<file path="config.mk">
export PLATFORM = sky130hd
export DESIGN_NAME = swkt_tuning_ctrl
export DESIGN_NICKNAME = d
export VERILOG_FILES = /design/src/design/swkt_pkg.sv /design/src/design/swkt_tuning_ctrl.sv /design/src/design/swkt_prescale.sv
export SDC_FILE = /design/constraint.sdc
export NUM_CORES = 1
export LEC_CHECK = 0
export ABC_AREA = 1
export BUFFER_PORTS_ARGS = -buffer_cell sky130_fd_sc_hd__buf_2
export CELL_PAD_IN_SITES_DETAIL_PLACEMENT = 1
export CELL_PAD_IN_SITES_GLOBAL_PLACEMENT = 2
export CORE_UTILIZATION = 24
export CTS_CLUSTER_DIAMETER = 200
export DETAILED_ROUTE_END_ITERATION = 6
export HOLD_SLACK_MARGIN = 0.02
export PLACE_DENSITY_LB_ADDON = 0.1
export SETUP_SLACK_MARGIN = 0.3
export SYNTH_ARGS = -nofsm -noshare
export SYNTH_HDL_FRONTEND = slang
export SYNTH_HIERARCHICAL = 1
export SYNTH_SLANG_ARGS = --single-unit
</file>
<file path="constraint.sdc">
create_clock -name pclk -period 1.38 [get_ports pclk]
set_clock_uncertainty 0.2 [all_clocks]
set_input_delay 0.138 -clock pclk [delete_from_list [all_inputs] [get_ports pclk]]
set_output_delay 0.138 -clock pclk [all_outputs]
set_load 0.02 [all_outputs]
</file>
<file path="src/design/swkt_pkg.sv">
// Constants and types for the sweep and knob tuning control
package swkt_pkg;
   // Register byte offsets
   localparam logic [11:0] SWKT_CTRL_OFF = 12'h000;
   localparam logic [11:0] SWKT_CMD_OFF = 12'h004;
   localparam logic [11:0] SWKT_STAT_OFF = 12'h008;
   // Control register fields
   localparam int SWKT_CTRL_MODE_LSB = 0;
   localparam int SWKT_CTRL_RATE_LSB = 2;
   localparam int SWKT_CTRL_COARSE_BIT = 4;
   localparam logic [31:0] SWKT_CTRL_MASK = 32'h0000001F;
   localparam logic [4:0] SWKT_CTRL_RESET = 5'h00;
   // Command register fields
   localparam int SWKT_CMD_SINGLE_BIT = 0;
   // Status register fields
   localparam int SWKT_ST_ACTIVE = 0;
   localparam int SWKT_ST_SINGLE = 1;
   localparam int SWKT_ST_FAST = 2;
   localparam int SWKT_ST_MANUAL = 3;
   localparam int SWKT_ST_ADD = 4;
   localparam int SWKT_ST_HUNDRED = 5;
   localparam int SWKT_ST_SWEEPON = 6;
   localparam int SWKT_ST_POWER = 7;
   localparam int SWKT_ST_STEP = 8;
   // Sequencer states within code zero
   localparam logic [3:0] SWKT_SEQ_IDLE = 4'h0;
   localparam logic [3:0] SWKT_SEQ_SLOW = 4'h9;
   localparam logic [3:0] SWKT_SEQ_RESET = 4'hB;
   localparam logic [3:0] SWKT_SEQ_FAST_A = 4'hD;
   localparam logic [3:0] SWKT_SEQ_FAST_B = 4'hE;
   localparam logic [3:0] SWKT_SEQ_FAST_C = 4'hF;
   // Encoder prescaler passes every fifth event
   localparam logic [2:0] SWKT_PRE_LAST = 3'h4;
   localparam logic [2:0] SWKT_PRE_ONE = 3'h1;
   localparam logic [2:0] SWKT_PRE_ZERO = 3'h0;
   // Sweep mode selection
   typedef enum logic [1:0] {
      SWKT_MODE_OFF = 2'b00,
      SWKT_MODE_AUTO = 2'b01,
      SWKT_MODE_KNOB = 2'b10,
      SWKT_MODE_SINGLE = 2'b11
   } swkt_mode_t;
   // Sweep rate selection
   typedef enum logic [1:0] {
      SWKT_RATE_LOW = 2'b00,
      SWKT_RATE_MID = 2'b01,
      SWKT_RATE_FAST = 2'b10,
      SWKT_RATE_SPARE = 2'b11
   } swkt_rate_t;
endpackage

</file>
<file path="src/design/swkt_tuning_ctrl.sv">
// Sweep and knob tuning control with APB register access
//
// Our own choices: the placing of the registers and the APB slave port.
`timescale 1ns/100ps
`default_nettype none
module swkt_tuning_ctrl
   import swkt_pkg::*;
(
   // APB slave
   input wire logic pclk,
   input wire logic presetn,
   input wire logic psel,
   input wire logic penable,
   input wire logic pwrite,
   input wire logic [11:0] paddr,
   input wire logic [31:0] pwdata,
   output logic [31:0] prdata,
   output logic pready,
   output logic pslverr,
   // Encoder and power detect
   input wire logic clockwise_phase,
   input wire logic counterclockwise_phase,
   input wire logic power_detect_active_n,
   // Timing inputs and sequencer
   input wire logic system_clock,
   input wire logic millisecond_clock,
   input wire logic slow_clock,
   input wire logic seq_code_zero,
   input wire logic [3:0] seq_state,
   input wire logic single_sweep_done,
   // Status outputs
   output logic add_direction,
   output logic manual_entry_flag,
   output logic sweep_active,
   output logic sweep_on_line,
   output logic fast_step_enable,
   output logic single_sweep_flag,
   output logic sweep_step_pulse,
   output logic hundred_step_select
);

   function automatic logic in_state(input logic zero,
                                     input logic [3:0] st,
                                     input logic [3:0] want);
      in_state = zero & (st == want);
   endfunction

   function automatic logic rose_now(input logic cur, input logic prev);
      rose_now = cur & ~prev;
   endfunction

   logic [4:0] ctrl_reg;
   logic single_press_reg;
   logic sys_q_reg;
   logic ms_q_reg;
   logic slow_q_reg;
   logic quad_q_reg;
   logic mne_q_reg;
   logic step_stage_reg;
   logic pre_pass;

   // Decoded controls
   wire logic power_ok = power_detect_active_n;
   wire swkt_mode_t mode = swkt_mode_t'(ctrl_reg[SWKT_CTRL_MODE_LSB +: 2]);
   wire swkt_rate_t rate = swkt_rate_t'(ctrl_reg[SWKT_CTRL_RATE_LSB +: 2]);
   wire logic coarse = ctrl_reg[SWKT_CTRL_COARSE_BIT];
   wire logic mode_auto = (mode == SWKT_MODE_AUTO);
   wire logic mode_knob = (mode == SWKT_MODE_KNOB);
   wire logic mode_off = (mode == SWKT_MODE_OFF);
   wire logic mode_single = (mode == SWKT_MODE_SINGLE);

   // Clock edges of the slower timing inputs
   wire logic sys_rise = rose_now(system_clock, sys_q_reg);
   wire logic sys_fall = rose_now(sys_q_reg, system_clock);
   wire logic ms_rise = rose_now(millisecond_clock, ms_q_reg);
   wire logic slow_rise = rose_now(slow_clock, slow_q_reg);

   // Sequencer state decode
   wire logic st_idle = in_state(seq_code_zero, seq_state, SWKT_SEQ_IDLE);
   wire logic st_slow = in_state(seq_code_zero, seq_state, SWKT_SEQ_SLOW);
   wire logic st_reset = in_state(seq_code_zero, seq_state, SWKT_SEQ_RESET);
   wire logic st_fast = in_state(seq_code_zero, seq_state, SWKT_SEQ_FAST_A)
                      | in_state(seq_code_zero, seq_state, SWKT_SEQ_FAST_B)
                      | in_state(seq_code_zero, seq_state, SWKT_SEQ_FAST_C);

   // Encoder: both phases gated, their fall is one detent
   wire logic quad_and = clockwise_phase & counterclockwise_phase;
   wire logic quad_and_fell = quad_q_reg & ~quad_and;
   wire logic enc_evt = quad_and_fell & power_ok;

   swkt_prescale u_prescale (
      .pclk(pclk),
      .presetn(presetn),
      .divide_en(coarse),
      .event_in(enc_evt),
      .pass_out(pre_pass)
   );

   // APB decode
   wire logic setup = psel & ~penable;
   wire logic hit_ctrl = (paddr == SWKT_CTRL_OFF);
   wire logic hit_cmd = (paddr == SWKT_CMD_OFF);
   wire logic hit_stat = (paddr == SWKT_STAT_OFF);
   wire logic hit_any = hit_ctrl | hit_cmd | hit_stat;
   wire logic wr_done = psel & penable & pready & pwrite & ~pslverr;
   wire logic wr_ctrl = wr_done & hit_ctrl;
   wire logic wr_single = wr_done & hit_cmd & pwdata[SWKT_CMD_SINGLE_BIT];

   wire logic [31:0] status_word = {23'h000000,
      sweep_step_pulse, power_ok, sweep_on_line, hundred_step_select,
      add_direction, manual_entry_flag, fast_step_enable,
      single_sweep_flag, sweep_active};
   wire logic [31:0] ctrl_word = {27'h0000000, ctrl_reg};
   wire logic [31:0] rd_mux = hit_ctrl ? ctrl_word :
                              hit_stat ? status_word : 32'h00000000;

   // Manual entry flag: set wins over the state-eleven clear
   wire logic mne_clear = sys_fall & st_reset;
   wire logic mne_next = pre_pass | (manual_entry_flag & ~mne_clear);
   wire logic add_next = enc_evt ? ~clockwise_phase : add_direction;

   // Single sweep flag
   wire logic single_set = single_press_reg & mode_single & power_ok;
   wire logic done_clear = sys_fall & single_sweep_done;
   wire logic single_next = single_set | (single_sweep_flag & ~done_clear);

   // Sweep active JK flip-flop on the system clock
   wire logic sw_j = power_ok & (((mode_auto | mode_knob) & st_idle)
                               | single_sweep_flag);
   wire logic sw_k = mode_off;
   wire logic sweep_next = done_clear ? 1'b0 :
                           ~sys_rise ? sweep_active :
                           sw_k ? 1'b0 : sw_j ? 1'b1 : sweep_active;

   // Fast step enable
   wire logic fast_next = (sys_rise & ~power_ok) ? 1'b0 :
                          (sys_rise & st_fast) ? 1'b1 :
                          (sys_fall & st_slow) ? 1'b0 :
                          fast_step_enable;

   // Step clock source selection
   wire logic knob_rise = rose_now(manual_entry_flag, mne_q_reg);
   wire logic auto_src = (rate == SWKT_RATE_LOW) ? slow_rise :
                         ms_rise;
   wire logic step_src = fast_step_enable ? sys_rise :
                         ~sweep_on_line ? 1'b0 :
                         mode_knob ? knob_rise :
                         mode_auto ? auto_src : 1'b0;
   wire logic step_clear = sys_fall & (st_reset | st_slow);
   wire logic stage_next = step_clear ? 1'b0 :
                           step_src ? 1'b1 : step_stage_reg;
   wire logic pulse_next = step_clear ? 1'b0 :
                           sys_fall ? step_stage_reg :
                           sweep_step_pulse;
   wire logic hundred_next = mode_auto & (rate == SWKT_RATE_FAST);

   // APB slave registers
   always_ff @(posedge pclk or negedge presetn) begin
      if (!presetn) begin
         ctrl_reg <= SWKT_CTRL_RESET;
         single_press_reg <= 1'b0;
         pready <= 1'b0;
         pslverr <= 1'b0;
         prdata <= 32'h00000000;
      end else begin
         if (wr_ctrl) begin
            ctrl_reg <= pwdata[4:0];
         end
         single_press_reg <= wr_single;
         pready <= setup;
         if (setup) begin
            pslverr <= ~hit_any;
            prdata <= rd_mux;
         end
      end
   end

   // Edge history
   always_ff @(posedge pclk or negedge presetn) begin
      if (!presetn) begin
         sys_q_reg <= 1'b0;
         ms_q_reg <= 1'b0;
         slow_q_reg <= 1'b0;
         quad_q_reg <= 1'b0;
         mne_q_reg <= 1'b0;
      end else begin
         sys_q_reg <= system_clock;
         ms_q_reg <= millisecond_clock;
         slow_q_reg <= slow_clock;
         quad_q_reg <= quad_and;
         mne_q_reg <= manual_entry_flag;
      end
   end

   // Tuning and sweep state
   always_ff @(posedge pclk or negedge presetn) begin
      if (!presetn) begin
         add_direction <= 1'b0;
         manual_entry_flag <= 1'b0;
         single_sweep_flag <= 1'b0;
         sweep_active <= 1'b0;
         sweep_on_line <= 1'b0;
         fast_step_enable <= 1'b0;
         step_stage_reg <= 1'b0;
         sweep_step_pulse <= 1'b0;
         hundred_step_select <= 1'b0;
      end else begin
         add_direction <= add_next;
         manual_entry_flag <= mne_next;
         single_sweep_flag <= single_next;
         sweep_active <= sweep_next;
         sweep_on_line <= sweep_active | single_sweep_flag;
         fast_step_enable <= fast_next;
         step_stage_reg <= stage_next;
         sweep_step_pulse <= pulse_next;
         hundred_step_select <= hundred_next;
      end
   end
endmodule // swkt_tuning_ctrl
`default_nettype wire

</file>
<file path="src/design/swkt_prescale.sv">
// Divide-by-five prescaler for encoder entry events
`timescale 1ns/100ps
`default_nettype none
module swkt_prescale
   import swkt_pkg::*;
(
   // Clock and reset
   input wire logic pclk,
   input wire logic presetn,
   // Event path
   input wire logic divide_en,
   input wire logic event_in,
   output logic pass_out
);
   logic [2:0] count_reg;
   logic [2:0] count_next;
   logic pass_next;
   wire logic at_last = (count_reg == SWKT_PRE_LAST);

   // Bypass when not dividing, else pass on the fifth event
   assign pass_next = event_in & (~divide_en | at_last);
   assign count_next = (~event_in | ~divide_en) ? count_reg :
                       at_last ? SWKT_PRE_ZERO : count_reg + SWKT_PRE_ONE;

   always_ff @(posedge pclk or negedge presetn) begin
      if (!presetn) begin
         count_reg <= SWKT_PRE_ZERO;
         pass_out <= 1'b0;
      end else begin
         count_reg <= count_next;
         pass_out <= pass_next;
      end
   end
endmodule // swkt_prescale
`default_nettype wire

</file>
# == After elaboration in Yosys (flattened, before gate mapping) ==
# Cells that the tools add are included.
# W data, S select, Z words.
# totals
register_bits,58
inputBits,61
out_inout_bits,42
word_cells,126
# classes
addsub,1
n_eq_ne,12
n_mux,19
bitwise,63
reduce_logical,10
# op_table
cell,count
$and A1 B1 Y1,36
$eq A4 B4 Y1 const B,5
$mux W9,2
$mux W1,16
$not A1 Y1,15
$eq A12 B3 Y1 const B,1
$eq A12 B4 Y1 const B,1
$logic_not A12 Y1,1
$or A1 B1 Y1,12
$eq A2 B2 Y1 const B,3
$reduce_bool A2 Y1,3
$reduce_bool A3 Y1,2
$logic_not A2 Y1,2
$logic_not A4 Y1,1
$add A3 B1 Y3 const B,1
$eq A3 B3 Y1 const B,1
$mux W3,1
$eq A2 B1 Y1 const B,1
$reduce_and A2 Y1,1

# == Longest topological paths before layout ==
# Gate-level depths: netlist (run 1).
# depth
ltp_word,9
mapped_depth,8
ltp_nobuf,8

# == Cells and area by module ==
# Netlist (run 1), hierarchy kept.
# by_module_without_submodules
mod,n_inst,cells_per_inst,area_per_inst_um2,seq_area_each_um2
swkt_tuning_ctrl,1,213,1724.2,775.7
swkt_prescale,1,26,211.5,100.1

# == Least setup slack after synthesis (run 1) ==
# OpenSTA, ideal clock, no wires.
# synth_path
path_kind,register to register
from,register pready
to,register ctrl_reg[0]
setup_ns,0.074
t_arrival_ns,1.110
required_ns,1.106
setup_slack_ns,-0.004
path_stages_with_launch,7
path_buffers,0
synth_period_minus_slack_ns,1.384
path_cell_list,dfrtp_1 > nand2_1 > nor2_1 > nand3_1 > nor2_8 > nand2_1 > o21ai_2
# synth_via
elab_chain_len,4
# synth_lines
element,line,text
from (decl),swkt_tuning_ctrl.sv:18,"output logic pready,"
from (signal assigned),swkt_tuning_ctrl.sv:170,pready <= setup;
$and A1 B1 Y1 (3 in a row),swkt_tuning_ctrl.sv:105,wire logic wr_done = psel & penable & pready & pwrite & ~pslverr;
$and A1 B1 Y1,swkt_tuning_ctrl.sv:106,wire logic wr_ctrl = wr_done & hit_ctrl;
to (signal assigned),swkt_tuning_ctrl.sv:167,ctrl_reg <= pwdata[4:0];
to (decl),swkt_tuning_ctrl.sv:52,logic [4:0] ctrl_reg;
# No other way between the ends.
# A chain may end at the register's enable or synchronous reset.

# == Final worst setup path (run 1) ==
# layout_path
from,register ctrl_reg[0]
to,register sweep_active
# layout_via
elab_chain_len,7
elab_cells_between_ends,12
cone_classes,2 x eq/ne; 3 x mux; 4 x bitwise; 3 x reduce/logical
# layout_lines
element,line,text
$eq A2 B1 Y1 or $eq A2 B2 Y1 (tied branches),"swkt_tuning_ctrl.sv:67, swkt_tuning_ctrl.sv:68",
$or A1 B1 Y1,swkt_tuning_ctrl.sv:128,wire logic sw_j = power_ok & (((mode_auto | mode_knob) & st_idle)
$and A1 B1 Y1,swkt_tuning_ctrl.sv:128,
$or A1 B1 Y1,swkt_tuning_ctrl.sv:129,| single_sweep_flag);
$and A1 B1 Y1,swkt_tuning_ctrl.sv:128,
$reduce_bool A3 Y1 (no source line),--,
$reduce_and A2 Y1 (no source line),--,
to (signal assigned),swkt_tuning_ctrl.sv:211,sweep_active <= sweep_next;
to (decl),swkt_tuning_ctrl.sv:34,"output logic sweep_active,"
# Several ways; a longest one is shown, not always the timed one. The select of a mux whose other input is x is not followed.

==> flow_summary_export.csv, run 1 <==
group,metric,value,unit
die,die_y,91.81,um
placement,pre_cts_ws,11.80,ps
layout,fillers,925,
drt,via_per_inst,4.064,
grt,grt_pass1_vias,1872,
hold_path,hp-class,"primary input to flip-flop",
grt,busiest_layer,"met2",
power_and_ir_drop,ir_drop,0.0003642,V
clocking,cts_root_buffer,"clkbuf_8",
die,design.core.area,7767,sq um
logic_synthesis,synth_edf_count,0,
die,io-pin-count,103,
outcome,violations,"negative hold slack",
grt,grt_pass1_wl,8859,um
logic_synthesis,syn-cell-area,1936,sq um
drt,antenna_left,0,
grt,grt_usage,0.1360,
logic_synthesis,yosysTopAreaCell,"dfrtp_1",
setup_path,crit_path_start_kind,"flip-flop",
clocking,max-clock-path-buffers,2,
die,rows,32,
logic_synthesis,postSynth.asyncResetShare,1.000,
grt,grt_max_degree,18,
layout,antennaDiodeCount,0,
logic_synthesis,synthFlopType,"dfrtp_1",
drt,wire_per_inst,12.23,um
setup_path,path_class,"flip-flop to flip-flop",
logic_synthesis,yosys-top-cells-count,"nand2_1 (67), dfrtp_1 (35), inv_1 (27)",
clocking,cts_tree,"done",
layout,multi_input_area,1116,sq um
placement,hpwlAfterDp,3991,um
clocking,cts_hold_buffers,15,
setup_path,crit_arrival,1290,ps
power_and_ir_drop,p_leak,1.611,nW
clocking,cts_sinks,35,
layout,seq_area,882.1,sq um
drt,drc,0,
timing,drv_slew,0,
grt,use_met1,0.1854,
grt,grt_use_met3,0.02736,
die,die_x,91.81,um
timing,period_minus_slack,1279,ps
logic_synthesis,syn_inst,239,
power_and_ir_drop,power.density,718.2,nW/um^2
setup_path,rrSetupSlack,100,ps
timing,fmax,781.6,MHz
clocking,path_clk_slew,70,ps
clocking,htreeDepth,2,
placement,gp_congestion,0.7240,
power_and_ir_drop,p_total,2.290,mW
logic_synthesis,ys_warn_count,6,
layout,area_delta_synth_final,64.71,%
logic_synthesis,ys_seq_elements,35,
logic_synthesis,ys_types,25,
drt,wirelength,5530,um
setup_path,cp-end-kind,"flip-flop",
clocking,clock_latency,290,ps
logic_synthesis,synth_area_leaders,"dfrtp_1 (45%), nand2_1 (13%), buf_4 (8.9%)",
timing,hold_viol_final,6,
setup_path,worstPathCellList,"inv_4 -> ha_4 -> nand4_1 -> a21oi_1",
timing,worst_slack,100.5,ps
setup_path,cpMaxStageDelayCell,"dfrtp_2",
drt,num_vias,1837,
die,dieArea,8428,sq um
grt,antenna_found_initial,0,
timing,hold_ws,-42.22,ps
grt,use_met2,0.2199,
setup_path,path_max_fanout,3,
layout,final_util,0.4104,
outcome,outcome,"complete, but fails checks",
die,initial_core_util,0.2492,
setup_path,max_stage_delay,430,ps
logic_synthesis,yosysMostFrequentCell,"nand2_1",
logic_synthesis,syn_avg_cell_area,8.099,sq um
grt,overflow,0,
layout,drive_above_1_share,0.4943,
clocking,cts_buffers,5,
logic_synthesis,synth-seq-area-share,0.4525,
timing,rsz0062_at_grt,"true",
placement,io_buffers,52,
job,drv_cap,0,
timing,finalSetupTns,0,ps
drt,drt_iter0_drc,32,
setup_path,crit_required,1400,ps
timing,fin_crit_sh,0.9272,
layout,layout.nets,416,
drt,firstDrtPassIters,4,
layout,largest_register_ff_count,9,
timing,final-setup-viol-count,0,
logic_synthesis,yosysTopAreaCellShare,0.4525,
-- worst paths after layout --
kind | from | end | cells after the start
setup / recovery | ctrl_reg[0] | sweep_active | 4
setup reg to reg | ctrl_reg[0] | sweep_active | 4
hold / removal | paddr[3] | single_press_reg | 4
min in group asynchronous | presetn | prdata[1] | 2
max in group asynchronous | presetn | prdata[0] | 3
hold reg to reg | u_prescale/pass_out | manual_entry_flag | 2
-- metal layers --
metal	vias up	wire length, um	share of wire
li1	922	-	-
met1	863	2626	0.47
met2	47	2629	0.48
met3	5	228	0.041
met4	0	44	0.0080
met5	-	0	0
-- power by group --
part	leakage, nW	total [mW]	internal (mW)	switching (mW)
registers	0.434	1.10	1.07	0.0311
logic	1.13	0.448	0.199	0.249
clock network	0.0422	0.744	0.355	0.389
-- critical path, delay by kind of cell (launching register included) --
| family | cells | cell delay [ps] |
|---|---|---|
| AOI/OAI and AO/OA | 1 | 160 |
| DFF | 1 | 430 |
| buffers and inverters | 1 | 70 |
| adders and majority gates | 1 | 260 |
| and+or+nand+nor | 1 | 90 |
-- repair_timing --
item                                   4_1_cts  5_1_grt
setup endpoints to repair                   36       58
buffers inserted                            16       12
gates resized for setup                     50       60
endpoints found under the hold margin       52        6
pin swaps                                    9       25
cloned                                       1        0
-- cell families after synthesis --
group	count (synthesis)	synth area share
compound gates	22	0.07110
simple gates	121	0.2857
fa+ha+maj	6	0.03878
flops	35	0.4525
buf+inv	54	0.1500
other cells	1	0.001937
-- final cells by class --
cell class | count | area share
Clock inverter | 1 | 0.001570
Timing Repair Buffer | 104 | 0.2708
Sequential cell | 35 | 0.2767
Multi-Input combinational cell | 173 | 0.3501
Inverter | 30 | 0.03689
Clock buffer | 7 | 0.02394
Tap cell | 102 | 0.04003
-- through the flow --
step / area [sq um] / cells
6_report: 3188 / 452
5_1_grt: 3188 / 452
4_1_cts: 2879 / 440
3_5_place_dp: 2356 / 400
3_3_place_gp: 2356 / 400
2_1_floorplan: 2066 / 261
-- placed cells by master (no fill, tap or decap), types with 2 or more instances in the layout --
master / netlist / final
nand2_1: 67 / 50
buf_2: 1 / 32
dfrtp_1: 35 / 30
buf_6: 0 / 30
buf_4: 23 / 25
conb_1: 1 / 23
inv_1: 27 / 20
nand2_2: 4 / 19
dlygate4sd3_1: 0 / 15
nor2_1: 19 / 13
nand3_2: 0 / 11
inv_2: 2 / 7
nor2_2: 3 / 6
nand3_1: 19 / 6
o21ai_2: 4 / 6
nor2_4: 1 / 5
o21ai_0: 9 / 5
ha_4: 0 / 5
clkbuf_8: 0 / 5
dfrtp_2: 0 / 5
nand2_4: 1 / 3
nand4_1: 3 / 3
a21oi_2: 0 / 3
nand3_4: 0 / 2
nor2_8: 2 / 2
inv_4: 0 / 2
a21oi_1: 5 / 2
o21ai_1: 0 / 2
clkbuf_1: 0 / 2
No activity file was read; power rests on OpenSTA's default activity.
==> run 2, diff against run 1 <==
- CTS_CLUSTER_SIZE: default -> 16
- HOLD_SLACK_MARGIN: 0.02 -> default
==> run 2 against run 1 <==
- the run still ends with negative hold slack left
- first-iteration DRC count increased by 34%
- critical path depth did not move
- count of clock-buffer cells in the layout unchanged
- worst setup slack hardly changed
- largest power group unchanged
==> flow_summary_export.csv, run 2 (same netlist as run 1, synthesis figures left out) <==
group,metric,value,unit
outcome,outcome,"complete, but fails checks",
outcome,violations,"negative hold slack",
power_and_ir_drop,clkPwrFrac,0.325,
layout,seq_area,882.1,sq um
clocking,cts_sinks,35,
clocking,htreeDepth,2,
clocking,cts_hold_buffers,15,
layout,antennaDiodeCount,0,
job,drv_cap,0,
drt,antenna_left,0,
clocking,cts_buffers,5,
clocking,cts_root_buffer,"clkbuf_8",
layout,area_delta_synth_final,64.71,%
die,die_y,91.81,um
layout,final_cell_mix,"nand2_1 (50), buf_2 (32), dfrtp_1 (30), buf_6 (30), buf_4 (25)",
setup_path,crit_path_start_kind,"flip-flop",
placement,placed_cells,400,
power_and_ir_drop,power.density,718.7,nW/um^2
layout,largest_register_ff_count,9,
die,rows,32,
power_and_ir_drop,seq_power_share,0.479,
layout,drive_above_1_share,0.4943,
timing,fin_crit_sh,0.9269,
die,design.core.area,7767,sq um
power_and_ir_drop,p_leak,1.608,nW
clocking,max-clock-path-buffers,2,
die,initial_core_util,0.2492,
drt,wire_per_inst,12.27,um
power_and_ir_drop,switching_share,0.2930,
drt,num_vias,1843,
drt,via_per_inst,4.077,
grt,grt_pass1_wl,8894,um
setup_path,crit_required,1400,ps
power_and_ir_drop,ir_drop,0.0003641,V
layout,final_util,0.4104,
clocking,clock_latency,290,ps
die,die_x,91.81,um
timing,hold_viol_final,6,
setup_path,path_max_fanout,3,
layout,multi_input_area,1116,sq um
timing,fmax,781.8,MHz
setup_path,crit_arrival,1290,ps
placement,gp_congestion,0.7240,
power_and_ir_drop,p_int,1.620,mW
timing,hold_ws,-42.18,ps
power_and_ir_drop,p_switching,0.6713,mW
power_and_ir_drop,comb_power_share,0.196,
clocking,cts_tree,"done",
drt,wirelength,5547,um
grt,grt_usage,0.1366,
grt,antenna_found_initial,0,
drt,drc,0,
timing,final-setup-viol-count,0,
layout,layout.nets,416,
timing,drv_slew,0,
drt,drt_iter0_drc,43,
timing,period_minus_slack,1279,ps
setup_path,cp-end-kind,"flip-flop",
grt,grt_max_degree,18,
placement,io_buffers,52,
layout,stdcell_count,452,
layout,final_common_cell,"nand2_1",
setup_path,path_class,"flip-flop to flip-flop",
placement,hpwlAfterDp,3991,um
grt,grt_pass1_vias,1877,
layout,fillers,924,
drt,firstDrtPassIters,4,
timing,rsz0062_at_grt,"true",
die,io-pin-count,103,
hold_path,hp-class,"primary input to flip-flop",
die,dieArea,8428,sq um
grt,overflow,0,
timing,finalSetupTns,0,ps
clocking,path_clk_slew,70,ps
run 2: area by class of cell:
| cell class | instances | area share |
|---|---|---|
| sequential | 35 | 0.2767 |
| inverter | 30 | 0.03689 |
| clock buffer | 7 | 0.02394 |
| tap | 102 | 0.04003 |
| clock inverter | 1 | 0.001570 |
| multi-input combinational | 173 | 0.3501 |
| timing repair buffer | 104 | 0.2708 |
run 2: power groups by stage:
stage | clock [mW] | combinational, mW | sequential (mW)
global placement | 0 | 0.309 | 1.12
floorplan | 0 | 0.194 | 1.13
finish | 0.745 | 0.448 | 1.10
detailed placement | 0 | 0.315 | 1.12
global route | 0.808 | 0.490 | 1.10
CTS | 0.770 | 0.421 | 1.10
run 2: final timing paths:
kind / startpoint / endpoint / depth (start not counted) / slack [ps]
max: ctrl_reg[0] / sweep_active / 4 / 100
min: paddr[3] / single_press_reg / 4 / -40
max reg2reg: ctrl_reg[0] / sweep_active / 4 / 100
min reg2reg: u_prescale/pass_out / manual_entry_flag / 2 / 240
max in group asynchronous: presetn / prdata[0] / 3 / 480
min in group asynchronous: presetn / prdata[1] / 2 / 110
run 2: metrics by stage:
stage	area, sq um	hold slack (ps)	setup slack (ps)	power [mW]
finish	3188	-42.18	100.9	2.291
global route	3188	-18.98	23.62	2.400
CTS	2879	-55.92	104.3	2.286
detailed placement	2356	-85.03	11.80	1.436
global placement	2356	-84.91	3.575	1.428
floorplan	2066	-357.6	110.4	1.327
run 2: timing repair:
item,CTS,global route
resized for setup,50,60
hold endpoints to repair,49,3
pin swaps,9,25
setup endpoints to repair,36,56
setup buffers,16,12
cloned,1,0
run 2: critical path, stage by stage, from the launching register on:
cell	delay (ps)
dfrtp_2	430
inv_4	70
ha_4	260
nand4_1	90
a21oi_1	160
run 2: routing by layer:
metal | wire (um) | vias up | track usage
li1 | - | 922 | -
met1 | 2630 | 869 | 0.1854
met2 | 2643 | 47 | 0.2218
met3 | 228 | 5 | 0.02736
met4 | 44 | 0 | 0.03516
met5 | 0 | - | 0
